`src/logic/iod_pkg.sv`:
```
// Package: port ranges, widths, reset values and decode helper for the I/O glue
package iod_pkg;

   // ************************************************
   // Widths
   // ************************************************
   localparam int ADDR_W = 8;   // Host I/O port address width
   localparam int KS_W   = 8;   // Key strobe line count

   // ************************************************
   // Port address ranges
   // ************************************************
   localparam logic [ADDR_W-1:0] SER_LO = 8'h20;  // Serial controller range start
   localparam logic [ADDR_W-1:0] SER_HI = 8'h27;  // Serial controller range end
   localparam logic [ADDR_W-1:0] LCD_LO = 8'h40;  // Display driver range start
   localparam logic [ADDR_W-1:0] LCD_HI = 8'h5F;  // Display driver range end

   // ************************************************
   // Reset values
   // ************************************************
   localparam logic            RST_SER_SEL_N = 1'h1;  // Select idles high
   localparam logic            RST_PER_EN    = 1'h0;  // Enable idles low
   localparam logic            RST_AUX_SEL   = 1'h0;  // Memory select idles low
   localparam logic [KS_W-1:0] RST_KS_OUT    = 8'hFF; // Lines idle high
   localparam logic [KS_W-1:0] RST_KS_OE     = 8'h00; // All lines start as inputs

   // Inclusive range check, used for both windows
   function automatic logic in_range(input logic [ADDR_W-1:0] a,
                                     input logic [ADDR_W-1:0] lo,
                                     input logic [ADDR_W-1:0] hi);
      in_range = (a >= lo) && (a <= hi);
   endfunction

endpackage

```
`src/logic/iod_dec_if.sv`:
```
// Interface: address decoder hand-off between decoder and top
`timescale 1ns/1ps
`default_nettype none
interface iod_dec_if;
   import iod_pkg::*;
   logic [ADDR_W-1:0] addr;     // Host port address
   logic              io_req;   // Host I/O cycle active (true high)
   logic              ser_hit;  // Serial range hit
   logic              lcd_hit;  // Display range hit

   modport decoder (input addr, input io_req, output ser_hit, output lcd_hit);
   modport user    (output addr, output io_req, input ser_hit, input lcd_hit);
endinterface
`default_nettype wire

```
`src/logic/iod_top.sv`:
```
// Module: host I/O decode, peripheral selects and key strobe port
`timescale 1ns/1ps
`default_nettype none
module iod_top (
   // Clock and reset
   input  wire logic                        clk,
   input  wire logic                        sys_rst,
   // Host I/O bus
   input  wire logic                        io_request_n,
   input  wire logic [iod_pkg::ADDR_W-1:0]  io_addr,
   // Peripheral selects
   output var  logic                        serial_ctrl_select_n,
   output var  logic                        peripheral_enable,
   // Secondary processor
   input  wire logic                        aux_cpu_mem_access,
   output var  logic                        aux_cpu_mem_select,
   // Key strobe control from the port controller
   input  wire logic [iod_pkg::KS_W-1:0]    ks_ctrl_data,
   input  wire logic [iod_pkg::KS_W-1:0]    ks_ctrl_dir,
   output var  logic [iod_pkg::KS_W-1:0]    ks_ctrl_read,
   // Key strobe pins
   input  wire logic [iod_pkg::KS_W-1:0]    key_strobe_lines_in,
   output var  logic [iod_pkg::KS_W-1:0]    key_strobe_lines_out,
   output var  logic [iod_pkg::KS_W-1:0]    key_strobe_lines_oe,
   output var  logic [iod_pkg::KS_W-1:0]    key_strobe_lines_pullup
);
   import iod_pkg::*;

   // ************************************************
   // Declarations
   // ************************************************
   iod_dec_if          dec_bus ();           // Decoder hand-off
   logic               ser_sel_n_ff;         // Serial select flop
   logic               nxt_ser_sel_n;        // Its next value
   logic               lcd_hit_ff;           // Display hit, rising-edge stage
   logic               nxt_lcd_hit;          // Its next value
   logic               per_en_ff;            // Enable, falling-edge stage
   logic               nxt_per_en;           // Its next value
   logic               aux_sel_ff;           // Aux memory select flop
   logic               nxt_aux_sel;          // Its next value
   logic [KS_W-1:0]    ks_out_ff;            // Line drive level
   logic [KS_W-1:0]    nxt_ks_out;           // Its next value
   logic [KS_W-1:0]    ks_oe_ff;             // Line drive enable
   logic [KS_W-1:0]    nxt_ks_oe;            // Its next value
   logic [KS_W-1:0]    ks_pu_ff;             // Pull-up enable
   logic [KS_W-1:0]    nxt_ks_pu;            // Its next value
   logic [KS_W-1:0]    ks_rd_ff;             // Read-back of line levels
   logic [KS_W-1:0]    nxt_ks_rd;            // Its next value

   // ************************************************
   // Address decode
   // ************************************************
   assign dec_bus.addr   = io_addr;
   assign dec_bus.io_req = !io_request_n;

   iod_decode u_decode (
      .dec (dec_bus.decoder)
   );

   // ************************************************
   // Select and enable, next values
   // ************************************************
   // Hits already carry the request, so an idle bus falls to the idle levels
   always_comb begin
      nxt_ser_sel_n = !dec_bus.ser_hit;
      nxt_lcd_hit   = dec_bus.lcd_hit;
      nxt_per_en    = lcd_hit_ff;
      nxt_aux_sel   = aux_cpu_mem_access;
   end

   // Rising-edge stage for select, hit and aux select
   always_ff @(posedge clk) begin
      if (sys_rst) begin
         ser_sel_n_ff <= RST_SER_SEL_N;
         lcd_hit_ff   <= RST_PER_EN;
         aux_sel_ff   <= RST_AUX_SEL;
      end else begin
         ser_sel_n_ff <= nxt_ser_sel_n;
         lcd_hit_ff   <= nxt_lcd_hit;
         aux_sel_ff   <= nxt_aux_sel;
      end
   end

   // Falling-edge stage: the only way to get half a period on one clock,
   // at the cost of a half-cycle timing path from lcd_hit_ff
   always_ff @(negedge clk) begin
      if (sys_rst) begin
         per_en_ff <= RST_PER_EN;
      end else begin
         per_en_ff <= nxt_per_en;
      end
   end

   // ************************************************
   // Key strobe port
   // ************************************************
   // Direction and level are copied per line; the controller is trusted
   // to raise a low line before turning it round to input
   always_comb begin
      nxt_ks_oe  = ks_ctrl_dir;
      nxt_ks_out = ks_ctrl_data;
      nxt_ks_pu  = ~ks_ctrl_dir;
      // Read-back sees the resolved pin level
      nxt_ks_rd  = key_strobe_lines_in;
   end

   // Key strobe registers
   always_ff @(posedge clk) begin
      if (sys_rst) begin
         ks_oe_ff  <= RST_KS_OE;
         ks_out_ff <= RST_KS_OUT;
         ks_pu_ff  <= ~RST_KS_OE;
         ks_rd_ff  <= RST_KS_OUT;
      end else begin
         ks_oe_ff  <= nxt_ks_oe;
         ks_out_ff <= nxt_ks_out;
         ks_pu_ff  <= nxt_ks_pu;
         ks_rd_ff  <= nxt_ks_rd;
      end
   end

   // ************************************************
   // Outputs
   // ************************************************
   assign serial_ctrl_select_n    = ser_sel_n_ff;
   assign peripheral_enable       = per_en_ff;
   assign aux_cpu_mem_select      = aux_sel_ff;
   assign key_strobe_lines_out    = ks_out_ff;
   assign key_strobe_lines_oe     = ks_oe_ff;
   assign key_strobe_lines_pullup = ks_pu_ff;
   assign ks_ctrl_read            = ks_rd_ff;
endmodule // iod_top
`default_nettype wire

```
`src/logic/iod_decode.sv`:
```
// Module: combinational port address decoder
`timescale 1ns/1ps
`default_nettype none
module iod_decode (
   // Decode hand-off
   iod_dec_if.decoder dec
);
   import iod_pkg::*;

   // ************************************************
   // Range decode
   // ************************************************
   // Hits are qualified by the I/O cycle so memory cycles never select
   always_comb begin
      dec.ser_hit = dec.io_req && in_range(dec.addr, SER_LO, SER_HI);
      dec.lcd_hit = dec.io_req && in_range(dec.addr, LCD_LO, LCD_HI);
   end
endmodule // iod_decode
`default_nettype wire

```
`config.mk`:
```
export PLATFORM = sky130hd
export DESIGN_NAME = iod_top
export DESIGN_NICKNAME = d
export VERILOG_FILES = /design/src/logic/iod_pkg.sv /design/src/logic/iod_dec_if.sv /design/src/logic/iod_top.sv /design/src/logic/iod_decode.sv
export SDC_FILE = /design/constraint.sdc
export NUM_CORES = 1
export LEC_CHECK = 0
export BUFFER_PORTS_ARGS = -buffer_cell sky130_fd_sc_hd__buf_2
export CORE_MARGIN = 5
export CORE_UTILIZATION = 40
export CTS_BUF_LIST = sky130_fd_sc_hd__clkbuf_4
export DETAILED_ROUTE_END_ITERATION = 8
export HOLD_SLACK_MARGIN = 0.15
export PLACE_DENSITY = 0.8
export SLEW_MARGIN = 20
export SYNTH_ARGS = -nofsm -noshare
export SYNTH_HDL_FRONTEND = slang
export SYNTH_SLANG_ARGS = --single-unit
export TNS_END_PERCENT = 20
```
`constraint.sdc`:
```
create_clock -name clk -period 1.55 [get_ports clk]
set_input_delay 0.155 -clock clk [delete_from_list [all_inputs] [get_ports clk]]
set_output_delay 0.155 -clock clk [all_outputs]
set_load 0.01 [all_outputs]
```
# After elaboration in Yosys (flattened, before gate mapping)
# Index checks and enable logic that the tools add are counted.
# word_totals
inputBits	36
output_inout_bits	35
register_bits	36
# op_classes
bitwise	1
reduce_logical	6
n_lt_le_gt_ge	4
# ops
op	count
$ge A8 B6 Y1 const B	1
$ge A8 B7 Y1 const B	1
$le A8 B6 Y1 const B	1
$le A8 B7 Y1 const B	1
$not A8 Y8	1
$logic_and A1 B1 Y1	4
$logic_not A1 Y1	2

# Longest topological paths before layout
# depth
depth_word	4
depth_mapped	3
mapped_depth_nobuf	2

# Modules after synthesis
# Synthesis repeated with hierarchy kept, for this count alone.
# unflattened
cells_unflattened	80
hier_area_um2	1028.5
# modules_own_cells
mod	seq_area_each_um2	cells_per_inst	area_each_um2	instances
iod_top	720.7	77	994.7	1
iod_decode	0.0	3	33.8	1

==> Flow_metrics.wiki <==
{| class="wikitable"
! Metric !! Value
|-
| Result of the run || finished, violations left
|-
| Failing checks || setup timing
|-
| Placed cells || 173
|-
| Bufs on Longest Clock Path || 2
|-
| Top Ports || 71
|-
| Leakage || 0.000855 uW
|-
| Detailed-route wire length || 2520 um
|-
| Category of the worst setup path launch point || flip-flop
|-
| List of cells traversed by the critical path || buf_2
|-
| Maximum Capacitance Violations || 0
|-
| Post-Syn Area || 978 um2
|-
| Count of buffers added by post-CTS timing repair for setup || 0
|-
| Largest net degree at the start of global routing || 27
|-
| Post-synth net total || 113
|-
| H-tree depth || 2
|-
| Final Hold Violating Endpoints || 0
|-
| Unrepaired setup endpoints after global routing || yes
|-
| Number of max-slew violations in the final report || 0
|-
| Dominant delay contributor by cell family on the critical path || flip-flops
|-
| Post-Place Worst Slack || 0.213 ns
|-
| Routability congestion estimate || 0.632
|-
| Clk pin slew, worst setup/hold paths || 0.09 ns
|-
| Count of buffer and inverter cells on the critical path || 1
|-
| Wire per inst || 11.9 um
|-
| PnR worst setup slack || -0.166 ns
|-
| Maximum VDD drop || 0.951 mV
|-
| Clock tree from TritonCTS || built
|-
| Post-route total power || 1840 uW
|-
| Via count of the first global-routing pass || 883
|-
| Number of antenna violations at the first check in global routing || 0
|-
| Register bit total from synthesis || 36
|-
| Die Width || 59.5 um
|-
| Vias post-DR || 848
|-
| Layout area overhead || 77.1%
|-
| Yosys Warn Count || 0
|-
| Kind of end point of the critical path || output pin
|-
| Clock tree sinks || 36
|-
| Placeable Area || 0.00241 mm2
|-
| Number of setup violations in the final report || 1
|-
| Effective utilization at floorplan || 0.406
|-
| Critical Setup Path Class || reg2out
|-
| Worst-Skew Late Latency || 0.37 ns
|-
| Total Die Area || 0.00354 mm2
|-
| Portion of the post-synthesis area used by sequential elements || 0.737
|-
| Instance area after placement || 0.00134 mm2
|-
| Global-route total usage across every layer || 0.156
|-
| Antenna viol nets, final || 0
|-
| Max transition margin || 0.849
|-
| Remaining design rule violation count || 0
|-
| Clock Tree Root || sky130_fd_sc_hd__clkbuf_4
|-
| Final setup skew || 0.0470 ns
|-
| Critical Path AT || 1.56 ns
|-
| First-pass GRT wire length || 3770 um
|-
| Post-Synthesis Mean Instance Area || 12.7 um2
|-
| Fin cells || 212
|-
| Remaining Overflow, GRT || 0
|-
| Post-Layout Inst Area || 0.00173 mm2
|-
| Least-Margin Pin Slew || 0.223 ns
|-
| Number of input and output port buffers inserted || 67
|-
| Hold Crit Class || in2reg
|-
| Drt via density || 4.00
|-
| Proportion of layout cells with a drive suffix above 1 || 0.429
|-
| Detailed Routing Iterations Pass 1 || 2
|-
| Ant diodes || 0
|-
| 1st-iter DRT viols || 12
|-
| Power per standard cell area || 1060 mW/mm2
|-
| Slowest Stage Delay on Critical Path || 0.29 ns
|-
| HPWL after DPL || 1570 um
|-
| Cell variety after synth || 12
|-
| Synthesized netlist cell count || 77
|-
| Fillcell total || 182
|-
| Die outline height || 59.5 um
|-
| Slowest cell on the critical path || sky130_fd_sc_hd__dfxtp_1
|-
| Number of placement rows || 18
|-
| Required time at the endpoint of the critical path || 1.39 ns
|-
| Number of buffers added by the clock tree synthesis step || 5
|-
| Number of nets in the layout || 217
|-
| Fin Hold WS || 0.266 ns
|-
| Worst Path Max Fanout || 1
|}
what timing repair did:
action	4_1_cts	5_1_grt
gates resized for setup	0	0
cloned	0	0
hold buffers	31	0
endpoints found under the setup margin	1	1
pin swaps	0	0
hold endpoints to repair	35	0
metrics by stage:
step                utilization  TNS [ns]
floorplan                     -         0
global placement          0.557         0
detailed placement        0.557         0
CTS                       0.719    -0.192
global route              0.719    -0.227
finish                    0.719    -0.166
state kept, by name (all words and copies together), names as in the netlist:
| name | count |
|---|---|
| peripheral_enable | 1 |
| aux_cpu_mem_select | 1 |
| ks_ctrl_read | 8 |
| key_strobe_lines_out | 8 |
| key_strobe_lines_oe | 8 |
| lcd_hit_ff | 1 |
| key_strobe_lines_pullup | 8 |
| serial_ctrl_select_n | 1 |
cell type report:
type / count / area, um2 / area share
clock inverter: 3 / 38.8 / 0.0224
timing repair buffer: 99 / 653 / 0.377
sequential: 36 / 721 / 0.416
tap: 30 / 37.5 / 0.0217
inverter: 8 / 30.0 / 0.0173
multi-input combinational: 30 / 208 / 0.120
clock buffer: 6 / 45.0 / 0.0260
final timing paths:
kind                                startpoint                             to  slack (ns)  cells after the start
setup reg to reg         lcd_hit_ff$_SDFF_PP0_   peripheral_enable$_SDFF_NP0_        0.30                      1
hold reg to reg          lcd_hit_ff$_SDFF_PP0_   peripheral_enable$_SDFF_NP0_        1.19                      1
setup / recovery  peripheral_enable$_SDFF_NP0_              peripheral_enable       -0.17                      1
hold / removal                         sys_rst  aux_cpu_mem_select$_SDFF_PP0_        0.27                      3
power breakdown:
part | switching (uW) | total [uW] | internal, uW
registers | 11.3 | 982 | 971
clock network | 284 | 643 | 359
logic | 82.7 | 214 | 131
kinds of logic after synthesis:
logic type    synth area share
buf+inv                 0.0511
flops                    0.737
simple gates             0.212
cell usage after synthesis (all sizes together):
cell | count | share of area
and2b | 3 | 0.023
and3b | 1 | 0.0090
or2 | 16 | 0.10
nor2b | 5 | 0.032
buf | 2 | 0.017
inv | 9 | 0.035
nor4b | 1 | 0.0090
nand2 | 1 | 0.0038
dfxtp | 36 | 0.74
nand2b | 2 | 0.028
nor3 | 1 | 0.0051
metal layers:
| layer | vias to the layer above | GRT usage | wire (um) |
|---|---|---|---|
| met3 | 2 | 0.0784 | 277 |
| met2 | 43 | 0.301 | 1420 |
| li1 | 431 | - | - |
| met5 | - | 0 | 0 |
| met1 | 372 | 0.123 | 795 |
| met4 | 0 | 0.0777 | 27 |
layout by cell type (no fill, tap or decap), drive strengths merged:
master        n
dfxtp        36
nand2         1
buf          68
clkbuf        6
bufinv        1
inv           9
clkinv        1
nand2b        2
or2          16
nor2b         5
dlygate4sd3  31
nor3          1
nor4b         1
and3b         1
and2b         3
Note: power is estimated with default switching activity, not from simulation.
